<file path="src/hdl/ecsc_pkg.sv">
package ecsc_pkg;
  // Register byte addresses
  localparam logic [11:0] ECSC_CTRL_ADDR = 12'h050;
  localparam logic [11:0] ECSC_IRQ_STAT_ADDR = 12'h054;
  localparam logic [11:0] ECSC_IRQ_MASK_ADDR = 12'h058;
  // Field positions in the clock source control word
  localparam int ECSC_CLEANER_LOCK_POS = 31;
  localparam int ECSC_BW_LSB = 28;
  localparam int ECSC_SRC_LSB = 24;
  localparam int ECSC_PHASE_POS = 23;
  localparam int ECSC_DIV_LSB = 16;
  localparam int ECSC_SYNTH_LOCK_POS = 9;
  // Values after reset
  localparam logic [2:0] ECSC_BW_RST = 3'h0;
  localparam logic [2:0] ECSC_SRC_RST = 3'h0;
  localparam logic [5:0] ECSC_DIV_RST = 6'h00;
  localparam logic [3:0] ECSC_MASK_RST = 4'h0;
  // Highest legal codes, and the divider code that turns the divider off
  localparam logic [2:0] ECSC_BW_MAX = 3'h4;
  localparam logic [5:0] ECSC_DIV_MAX = 6'h1F;
  localparam logic [5:0] ECSC_DIV_OFF = 6'h0C;
  // Event bits of the interrupt status register
  localparam int ECSC_EV_CLEAN_LOST = 0;
  localparam int ECSC_EV_CLEAN_GOT = 1;
  localparam int ECSC_EV_SYNTH_LOST = 2;
  localparam int ECSC_EV_SRC_CHG = 3;

  // Reference source codes
  typedef enum logic [2:0] {
    ECSC_SRC_SYNTH = 3'h0,
    ECSC_SRC_RF = 3'h1,
    ECSC_SRC_BP100 = 3'h2,
    ECSC_SRC_RSVD = 3'h3,
    ECSC_SRC_RECOV = 3'h4,
    ECSC_SRC_SPLIT = 3'h5,
    ECSC_SRC_BP10 = 3'h6,
    ECSC_SRC_DECIM = 3'h7
  } ecsc_src_t;

  // Conditioning settings sent to the clock tree
  typedef struct packed {
    logic [2:0] loop_bandwidth_code;
    logic [5:0] rf_divide_ratio_m1;
    logic rf_divider_off;
    ecsc_src_t reference_source_code;
    logic [7:0] src_onehot;
    logic fanout_mode;
    logic rate_down_convert;
    logic decimate_mode;
    logic use_multiplier;
    logic bus_phase_flip;
  } ecsc_clk_cfg_t;

  // Wishbone slave request
  typedef struct packed {
    logic cyc;
    logic stb;
    logic we;
    logic [3:0] sel;
    logic [11:0] adr;
    logic [31:0] dat;
  } ecsc_wb_req_t;

  // Wishbone slave answer
  typedef struct packed {
    logic ack;
    logic [31:0] dat;
  } ecsc_wb_rsp_t;
endpackage

</file>
<file path="src/hdl/ecsc_top.sv">
`timescale 1ns/100ps
// Functional notes
// - Drive three-bit loop bandwidth code; 000 lowest through 100 highest.
// - Divider code n in 0..31 divides RF by n+1; code 12 turns it off.
// - Source 000 selects the internal fractional synthesizer.
// - Source 001 selects front-panel RF after the divider.
// - Source 010 selects 100 MHz backplane; 110 selects multiplied 10 MHz.
// - Source 100 runs from recovered receive clock in fan-out mode.
// - Source 101: RF downstream, internal upstream, fan-out, rate down-conversion.
// - Source 111 uses recovered clock halved, decimate mode.
// - Writable bit flips distributed bus phase against the event clock.
// - Cleaner lock reads at bit 31, synthesizer lock at bit 9.
module ecsc_top
  import ecsc_pkg::*;
(
  input wire logic clk_i,
  input wire logic rst_i,
  input wire ecsc_wb_req_t wb_req_i,
  output ecsc_wb_rsp_t wb_rsp_o,
  input wire logic cleaner_lock_flag_i,
  input wire logic synth_ref_lock_flag_i,
  output ecsc_clk_cfg_t clk_cfg_o,
  output logic irq_o
);

  // Whole module state
  typedef struct packed {
    logic [1:0] clean_sync;
    logic [1:0] synth_sync;
    logic clean_prev;
    logic synth_prev;
    logic [2:0] bw;
    ecsc_src_t src;
    logic [5:0] div;
    logic phase;
    logic [3:0] status;
    logic [3:0] mask;
    ecsc_wb_rsp_t rsp;
    ecsc_clk_cfg_t cfg;
  } ecsc_state_t;

  ecsc_state_t cur;
  ecsc_state_t next_cur;

  // Decode of a source code into its one-hot selection
  function automatic logic [7:0] ecsc_onehot(input ecsc_src_t s);
    logic [7:0] v;
    v = 8'h00;
    v[s] = 1'b1;
    return v;
  endfunction

  // Byte-lane merge of a write
  function automatic logic [31:0] ecsc_merge(input logic [31:0] old_v,
                                             input logic [31:0] new_v,
                                             input logic [3:0] sel);
    logic [31:0] r;
    r = old_v;
    for (int i = 0; i < 4; i++)
    begin
      if (sel[i])
      begin
        r[8*i +: 8] = new_v[8*i +: 8];
      end
    end
    return r;
  endfunction

  logic [31:0] ctrl_word;
  logic [31:0] wr_word;
  logic req;
  logic [3:0] events;

  // Next state
  always_comb
  begin
    next_cur = cur;
    wr_word = 32'h0000_0000;
    // Lock inputs are asynchronous: two stages before use
    next_cur.clean_sync = {cur.clean_sync[0], cleaner_lock_flag_i};
    next_cur.synth_sync = {cur.synth_sync[0], synth_ref_lock_flag_i};
    next_cur.clean_prev = cur.clean_sync[1];
    next_cur.synth_prev = cur.synth_sync[1];
    // Readback word: lock bits from synchronised status
    ctrl_word = 32'h0000_0000;
    ctrl_word[ECSC_CLEANER_LOCK_POS] = cur.clean_sync[1];
    ctrl_word[ECSC_BW_LSB +: 3] = cur.bw;
    ctrl_word[ECSC_SRC_LSB +: 3] = cur.src;
    ctrl_word[ECSC_PHASE_POS] = cur.phase;
    ctrl_word[ECSC_DIV_LSB +: 6] = cur.div;
    ctrl_word[ECSC_SYNTH_LOCK_POS] = cur.synth_sync[1];
    req = wb_req_i.cyc && wb_req_i.stb && !cur.rsp.ack;
    events = 4'h0;
    events[ECSC_EV_CLEAN_LOST] = cur.clean_prev && !cur.clean_sync[1];
    events[ECSC_EV_CLEAN_GOT] = !cur.clean_prev && cur.clean_sync[1];
    events[ECSC_EV_SYNTH_LOST] = cur.synth_prev && !cur.synth_sync[1];
    next_cur.rsp.ack = req;
    next_cur.rsp.dat = 32'h0000_0000;
    if (req && wb_req_i.we && wb_req_i.adr == ECSC_CTRL_ADDR)
    begin
      wr_word = ecsc_merge(ctrl_word, wb_req_i.dat, wb_req_i.sel);
      // Out-of-range bandwidth codes are held back
      if (wr_word[ECSC_BW_LSB +: 3] <= ECSC_BW_MAX)
      begin
        next_cur.bw = wr_word[ECSC_BW_LSB +: 3];
      end
      // Reserved source code leaves the selection alone
      if (wr_word[ECSC_SRC_LSB +: 3] != ECSC_SRC_RSVD)
      begin
        next_cur.src = ecsc_src_t'(wr_word[ECSC_SRC_LSB +: 3]);
        // Flags that software must reload the synthesizer word
        events[ECSC_EV_SRC_CHG] = wr_word[ECSC_SRC_LSB +: 3] != cur.src;
      end
      next_cur.phase = wr_word[ECSC_PHASE_POS];
      next_cur.div = wr_word[ECSC_DIV_LSB +: 6];
    end
    if (req && wb_req_i.we && wb_req_i.adr == ECSC_IRQ_MASK_ADDR && wb_req_i.sel[0])
    begin
      next_cur.mask = wb_req_i.dat[3:0];
    end
    // Read data, status cleared by its own read
    if (req && !wb_req_i.we)
    begin
      unique case (wb_req_i.adr)
        ECSC_CTRL_ADDR: next_cur.rsp.dat = ctrl_word;
        ECSC_IRQ_STAT_ADDR: next_cur.rsp.dat = {28'h0000000, cur.status};
        ECSC_IRQ_MASK_ADDR: next_cur.rsp.dat = {28'h0000000, cur.mask};
        default: next_cur.rsp.dat = 32'h0000_0000;
      endcase
    end
    if (req && !wb_req_i.we && wb_req_i.adr == ECSC_IRQ_STAT_ADDR)
    begin
      next_cur.status = events; // set wins over clear
    end
    else
    begin
      next_cur.status = cur.status | events;
    end
    // Clock tree settings
    next_cur.cfg.loop_bandwidth_code = cur.bw;
    next_cur.cfg.rf_divider_off = cur.div == ECSC_DIV_OFF || cur.div > ECSC_DIV_MAX;
    next_cur.cfg.rf_divide_ratio_m1 = cur.div;
    next_cur.cfg.reference_source_code = cur.src;
    next_cur.cfg.src_onehot = ecsc_onehot(cur.src);
    next_cur.cfg.fanout_mode = cur.src == ECSC_SRC_RECOV || cur.src == ECSC_SRC_SPLIT;
    next_cur.cfg.rate_down_convert = cur.src == ECSC_SRC_SPLIT;
    next_cur.cfg.decimate_mode = cur.src == ECSC_SRC_DECIM;
    next_cur.cfg.use_multiplier = cur.src == ECSC_SRC_BP10;
    next_cur.cfg.bus_phase_flip = cur.phase;
  end

  // State register
  always_ff @(posedge clk_i)
  begin
    if (rst_i)
    begin
      cur <= '0;
      cur.bw <= ECSC_BW_RST;
      cur.src <= ecsc_src_t'(ECSC_SRC_RST);
      cur.div <= ECSC_DIV_RST;
      cur.mask <= ECSC_MASK_RST;
      cur.cfg.src_onehot <= 8'h01;
    end
    else
    begin
      cur <= next_cur;
    end
  end

  assign wb_rsp_o = cur.rsp;
  assign clk_cfg_o = cur.cfg;
  assign irq_o = |(cur.status & cur.mask);
endmodule

</file>
<file path="config.mk">
export PLATFORM = sky130hd
export DESIGN_NAME = ecsc_top
export DESIGN_NICKNAME = d
export VERILOG_FILES = /design/src/hdl/ecsc_pkg.sv /design/src/hdl/ecsc_top.sv
export SDC_FILE = /design/constraint.sdc
export NUM_CORES = 1
export LEC_CHECK = 0
export ABC_AREA = 1
export BUFFER_PORTS_ARGS = -buffer_cell sky130_fd_sc_hd__buf_4
export CAP_MARGIN = 20
export CORE_MARGIN = 10
export CORE_UTILIZATION = 50
export CTS_BUF_LIST = sky130_fd_sc_hd__clkbuf_8
export CTS_CLUSTER_DIAMETER = 40
export DETAILED_ROUTE_END_ITERATION = 6
export GPL_TIMING_DRIVEN = 0
export PLACE_DENSITY = 0.81
export SLEW_MARGIN = 20
export SYNTH_ARGS = -nofsm -noshare
export SYNTH_HDL_FRONTEND = slang
export SYNTH_SLANG_ARGS = --single-unit
export TNS_END_PERCENT = 5
</file>
<file path="constraint.sdc">
create_clock -name clk_i -period 2.3 [get_ports clk_i]
set_input_delay 0.46 -clock clk_i [delete_from_list [all_inputs] [get_ports clk_i]]
set_output_delay 0.46 -clock clk_i [all_outputs]
set_load 0.005 [all_outputs]
</file>
==> reports/qor.yml, run 1 <==
power_density_nw_per_um2: 591.6
fillers: 486
whs_path_depth: 3
finalHoldViolCount: 0
synthMuxAreaShare_pct: 0
post-cts-setup-buffers: 0
h-tree-depth: 3
place.detailed.hpwl_mm: 5.488
grt_max_degree: 15
drt_wl_total_mm: 7.191
placed_area_um2: 3894
synth_area_per_cell_um2: 8.265
max_cap_violations: 0
synth.distinct_cells: 30
num_vias: 2544
multi_input_area_um2: 1045
vias_per_cell: 4.503
postCtsResizedCells: 0
path_buf_inv: 1
final_area_um2: 4095
clk_pin_slew_ns: 0.08
final_cell_mix: "buf_4 (145), dfxtp_1 (73), nand2_1 (66)"
fmax_mhz: 686.9
reg2regPathDepth: 6
setup.worst_path.end_class: "output port"
cellLeakagePower_nw: 2.022
finalSetupTns_ns: 0
drc: 0
initial_core_util_pct: 52.15
period_share_pct: 63.30
crit_family: "flip-flops"
worstHoldStart: "cleaner_lock_flag_i"
grtUsageTotal_pct: 14.85
tightest_slew_ns: 0.5325
stdcell_count: 565
hold_buffers: 0
fin_util_pct: 68.36
skew_ns: 0.006738
slowest_delay_ns: 0.33
ys_seq_elements: 73
peakVddDrop_uv: 594.9
cts_tree: "done"
worstHoldPathType: "in -> reg"
slew-limit-headroom_pct: 64.50
worstSetupStartpoint: "cur[64]"
grt_pass1_vias: 2564
io_pins: 115
ant_nets: 0
cts_buffer_depth: 2
arrival_ns: 1.00
numCtsBuffers: 9
cp.depth: 3
grt_pass1_wl_mm: 11.94
antenna_found_initial: 0
gp_congestion: 0.8731
critPathKind: "reg -> out"
synth_area_um2: 3124
synth_adder_area_share_pct: 0
start_kind: "register"
fin_nets: 540
regArea_um2: 1461
numClockSinks: 73
ys_seq_area_share_pct: 46.78
synth_compound_area_share_pct: 4.726
area_growth_pct: 31.08
worst_ep_required_time_ns: 1.84
outcome: "complete, no violations"
design.die.area_um2: 9810
worstReg2RegStart: "ctrl_word[24]"
grt-ovfl-total: 0
crit_slowest_cell: "dfxtp_1"
root_buffer: "clkbuf_8"
rows: 28
dr.pass1.iters: 4
drive_gt1_share_pct: 41.43
synth-simple-area-share_pct: 27.15
crit_fanout: 3
die_w_um: 99.05
crit_chain: "nand2_1 -> nand4_1 -> buf_4"
drt_iter0_drc: 117
synth_top_family_by_area: "simple AND/OR/NAND/NOR gates"
slew_violations: 0
fin_crit_ns: 1.456
num_antenna_cells: 0
syn_inst: 378
yosysWarnings: 0
die_y_um: 99.05
synth-xor-area-share_pct: 0
dp.cells: 549
wl_per_cell_um: 12.73
final-setup-viol-count: 0
core_um2: 5991
final_common_cell: "buf_4"
clk_latency_ns: 0.35
io_buffers: 84
grt_setup_unrepaired: "no"
==> sequential cells by signal, indices dropped and copies added, names as in the netlist <==
| signal | count |
|---|---|
| ctrl_word | 15 |
| cur | 12 |
| wb_rsp_o | 20 |
| clk_cfg_o | 26 |
==> where the power goes <==
part           internal, mW  switching [mW]
Combinational        0.0735          0.0724
Sequential             1.27         0.00323
Clock                 0.509           0.495
Total                  1.85           0.570
==> logic make-up after synthesis <==
logic type             after synthesis
AOI/OAI and AO/OA                   24
buffers and inverters              109
DFF                                 73
other                                1
and+or+nand+nor                    171
==> worst paths after layout <==
| kind | slack, ns | to |
|---|---|---|
| setup / recovery | 0.84 | irq_o |
| hold / removal | 0.31 | cur[84] |
| setup reg to reg | 0.92 | cur[66] |
| hold reg to reg | 0.40 | ctrl_word[31] |
==> stage by stage <==
stage          hold slack, ns  worst slack (ns)  power (mW)
2_1_floorplan          0.3883            0.9507       1.377
3_3_place_gp           0.3909            0.6897       1.442
3_5_place_dp           0.3920            0.6394       1.446
4_1_cts                0.2992            0.8342       2.433
5_1_grt                0.3147            0.7540       2.506
6_report               0.3077            0.8442       2.423
==> per-layer routing <==
metal	part of all wire, %	track usage (%)	vias to the layer above
li1	-	-	1316
met1	39	15.87	1111
met2	50	24.70	98
met3	8.4	6.774	19
met4	2.4	6.395	0
met5	0	0	-
==> worst reg2reg max path: cells and delay by family, from the launching register on <==
| kind | cells | cell delay, ns |
|---|---|---|
| flops | 1 | 0.31 |
| buf+inv | 1 | 0.30 |
| simple gates | 3 | 0.38 |
| compound gates | 2 | 0.26 |
==> layout make-up <==
cell class	instances	share of cell area, %
Clock inverter	7	1.894
Timing Repair Buffer	84	15.40
Clock buffer	9	3.025
Multi-Input combinational cell	208	25.51
Tap cell	75	2.291
Inverter	38	3.514
Buffer	71	12.68
Sequential cell	73	35.69
==> synthesized netlist by cell type (all sizes together) <==
| master | n | share of area [%] |
|---|---|---|
| dfxtp | 73 | 47 |
| nand2 | 71 | 9.1 |
| buf | 67 | 16 |
| nor2 | 57 | 7.7 |
| inv | 33 | 4.0 |
| nor3 | 21 | 5.1 |
| nand3 | 14 | 2.6 |
| a21oi | 11 | 2.5 |
| o21ai | 11 | 1.8 |
| clkinv | 5 | 0.64 |
| nand4 | 5 | 2.0 |
| clkbuf | 4 | 0.48 |
| nor4 | 3 | 0.60 |
| conb | 1 | 0.12 |
| o21a | 1 | 0.24 |
| o31ai | 1 | 0.24 |
Note: power is estimated with default switching activity, not from simulation.
==> run 2, diff against run 1 <==
--- a/config.mk
+++ b/config.mk
@@ -5,7 +5,7 @@
 export SDC_FILE = /design/constraint.sdc
 export NUM_CORES = 1
 export LEC_CHECK = 0
-export ABC_AREA = 1
+export ABC_AREA = 0
 export BUFFER_PORTS_ARGS = -buffer_cell sky130_fd_sc_hd__buf_4
 export CAP_MARGIN = 20
 export CORE_MARGIN = 10
@@ -14,7 +14,7 @@
 export CTS_CLUSTER_DIAMETER = 40
 export DETAILED_ROUTE_END_ITERATION = 6
 export GPL_TIMING_DRIVEN = 0
-export PLACE_DENSITY = 0.81
+export PLACE_DENSITY = 0.82
 export SLEW_MARGIN = 20
 export SYNTH_ARGS = -nofsm -noshare
 export SYNTH_HDL_FRONTEND = slang
==> constraint.sdc (replaced) <==
create_clock -name clk_i -period 1.45 [get_ports clk_i]
set_input_delay 0.29 -clock clk_i [delete_from_list [all_inputs] [get_ports clk_i]]
set_output_delay 0.29 -clock clk_i [all_outputs]
set_load 0.005 [all_outputs]
==> run 2 against run 1 <==
Effect of this change: the flow now finishes with violations (setup timing); routed wire length decreased by 1.0%; final cell count fell by 15%; total power increased by 55%; combinational power is 55% higher; synthesized cell count is 21% lower; core utilization increased by 1.7 points; setup slack got worse by 1.0 ns; sequential cell count is the same; count of clock-buffer cells in the layout increased by 1; worst hold slack got worse by 0.15 ns; clock skew shrank 0.0031 ns; cell area shrank 4.0%.
==> reports/qor.yml, run 2 <==
tightest_slew_ns: 0.5282  # -0.004320 ns
worstHoldPathType: "in -> reg"
violations: "setup timing"
yosys-top-cells-count: "dfxtp_1 (73), buf_4 (59), nor2b_1 (19)"
final_cell_mix: "buf_4 (144), dfxtp_1 (72), nor2b_1 (19)"
crit_fanout: 10  # +7
drt_wl_total_mm: 7.119  # -1.0%
worstHoldStart: "cleaner_lock_flag_i"
grt-ovfl-total: 0  # unchanged
final_area_um2: 3930  # -4.0%
outcome: "complete, but fails checks"
fmax_mhz: 618.2
yosysWarnings: 0  # unchanged
synth-main-ff-cell: "dfxtp_1"
netlist_top_cells_area: "dfxtp_1 (50%), buf_4 (15%), nor2b_1 (4.0%)"
numCtsBuffers: 9  # unchanged
die_w_um: 96.69  # -2.4%
start_kind: "register"
num_vias: 2248  # -12%
place_ws_ns: -0.3638  # -1.003 ns
finalHoldViolCount: 0  # unchanged
synth.distinct_cells: 41  # +37%
design.die.area_um2: 9348  # -4.7%
synth_area_per_cell_um2: 9.900  # +20%
final_common_cell: "buf_4"
clk_pin_slew_ns: 0.07  # about the same
ys_seq_elements: 73  # unchanged
worstReg2RegStart: "wb_rsp_o[32]"
reg2regPathDepth: 6  # unchanged
regArea_um2: 1463  # about the same
grt_max_degree: 12  # -3
synth_edf_count: 0  # unchanged
slew-limit-headroom_pct: 64.79  # +0.29 points
gp_congestion: 0.8221  # -5.8%
fin_nets: 460  # -15%
slew_violations: 0  # unchanged
skew_ns: 0.003592  # -0.003146 ns
finalSetupTns_ns: -2.147  # -2.147 ns
hold_end: "cur[84]"
arrival_ns: 1.91  # +0.91 ns
r2r_end: "wb_rsp_o[20]"
place.detailed.hpwl_mm: 5.312  # -3.2%
vias_per_cell: 4.683  # +4.0%
rows: 27  # -3.6%
grtUsageTotal_pct: 14.93  # +0.075 points
fin_util_pct: 70.08  # +1.7 points
core_um2: 5608  # -6.4%
largest_reg_flops: 26  # unchanged
cts_tree: "done"
finalPower_mw: 3.751  # +55%
multi_input_area_um2: 1025  # -1.9%
area_growth_pct: 33.66
cellLeakagePower_nw: 1.858  # -8.1%
max_cap_violations: 0  # unchanged
setup.worst_path.end_class: "register"
ant_nets: 0  # unchanged
critPathKind: "reg -> reg"
reg2reg_slack_ns: -0.17  # -1.09 ns
cts_buffer_depth: 2  # unchanged
num_antenna_cells: 0  # unchanged
ys_seq_area_share_pct: 49.70  # +2.9 points
synth_area_um2: 2940  # -5.9%
root_buffer: "clkbuf_8"
worst_ep_required_time_ns: 1.74  # -0.10 ns
io_buffers: 83  # -1.2%
period_share_pct: 111.6
stdcell_count: 480  # -15%
fin_crit_ns: 1.618
wl_per_cell_um: 14.83  # +17%
async_flop_share_pct: 0  # unchanged
final-setup-viol-count: 15  # +15
whs_path_depth: 2  # -1
setup_slack_ns: -0.1677  # -1.012 ns
io_pins: 115  # unchanged
power_density_nw_per_um2: 954.5  # +61%
dp.cells: 464  # -15%
syn_inst: 297  # -21%
grt_setup_unrepaired: "yes"
synth_top_cell_area_share_pct: 49.70  # +2.9 points
die_y_um: 96.69  # -2.4%
clk_latency_ns: 0.34  # about the same
antenna_found_initial: 0  # unchanged
yosysTopAreaCell: "dfxtp_1"
drc: 0  # unchanged
initial_core_util_pct: 52.43  # +0.28 points
numClockSinks: 73  # unchanged
hold_slack_ns: 0.1549  # -0.1528 ns
placed_area_um2: 3699  # -5.0%
h-tree-depth: 3  # unchanged
yosysMostFrequentCell: "dfxtp_1"
peakVddDrop_uv: 518.5  # -13%
dr.pass1.iters: 4  # unchanged
grt_pass1_vias: 2389  # -6.8%
fillers: 442  # -9.1%
drt_iter0_drc: 101  # -14%
drive_gt1_share_pct: 43.38  # +2.0 points
grt_pass1_wl_mm: 11.43  # -4.2%
==> run 2: cell count changes in the layout (fill, tap and decap cells not counted), sizes merged, moves of 16 or more <==
| cell | change |
|---|---|
| inv | -25 |
| and2 | +17 |
| nor3 | -16 |
| nor2 | -44 |
| nor2b | +19 |
| nand2 | -63 |
==> run 2: layout make-up <==
cell class | instances | area share (%)
sequential | 73 | 37.22
multi-input combinational | 158 | 26.07
timing repair buffer | 85 | 16.24
buffer | 69 | 12.64
clock buffer | 10 | 3.502
tap | 72 | 2.292
clock inverter | 4 | 1.178
inverter | 9 | 0.8596
==> run 2: critical path, stage by stage (launching register included) <==
cell and delay [ns]:
dfxtp_2 0.32, nand3b_1 0.19, or3_4 0.37, nor4_4 0.26, buf_4 0.17, buf_6 0.12, and2_1 0.13
==> run 2: worst max path at each step <==
stage / endpoint / slack [ns] / start / cells after the start
floorplan: ctrl_word[25] / 0.03 / wb_req_i[41] / 4
global placement: ctrl_word[26] / -0.33 / wb_req_i[41] / 5
detailed placement: ctrl_word[25] / -0.36 / wb_req_i[41] / 5
CTS: wb_rsp_o[20] / -0.14 / wb_rsp_o[32] / 5
global route: wb_rsp_o[20] / -0.25 / wb_rsp_o[32] / 6
finish: wb_rsp_o[20] / -0.17 / wb_rsp_o[32] / 6
==> run 2: kinds of logic (layout without fill, tap and decap cells) <==
group           after synthesis  in the layout  synth area share [%]
simple gates                 97             97                 21.36
buf+inv                      78            177                 18.04
flops                        73             73                 49.70
compound gates               41             41                 8.426
mux                           4              4                 1.447
xor+xnor                      3              3                0.8938
other cells                   1             13                0.1275
==> run 2: what timing repair did <==
item / 4_1_cts / 5_1_grt
setup buffers: 0 / 2
endpoints found under the hold margin: 0 / 0
setup endpoints to repair: 21 / 32
hold buffers: 0 / 0
resized for setup: 7 / 2
pin swaps: 5 / 3
==> run 2: layer usage <==
metal | track usage (%) | vias up | routed length [µm]
met2 | 25.41 | 87 | 3578
met3 | 4.542 | 17 | 499
met1 | 15.81 | 1006 | 2850
li1 | - | 1138 | -
met5 | 0 | - | 0
met4 | 9.019 | 0 | 192
==> run 2: report_power, final <==
| part | switching (mW) | total (mW) | internal (mW) |
|---|---|---|---|
| Clock | 0.690 | 1.50 | 0.813 |
| Combinational | 0.106 | 0.227 | 0.121 |
| Sequential | 0.00590 | 2.02 | 2.02 |
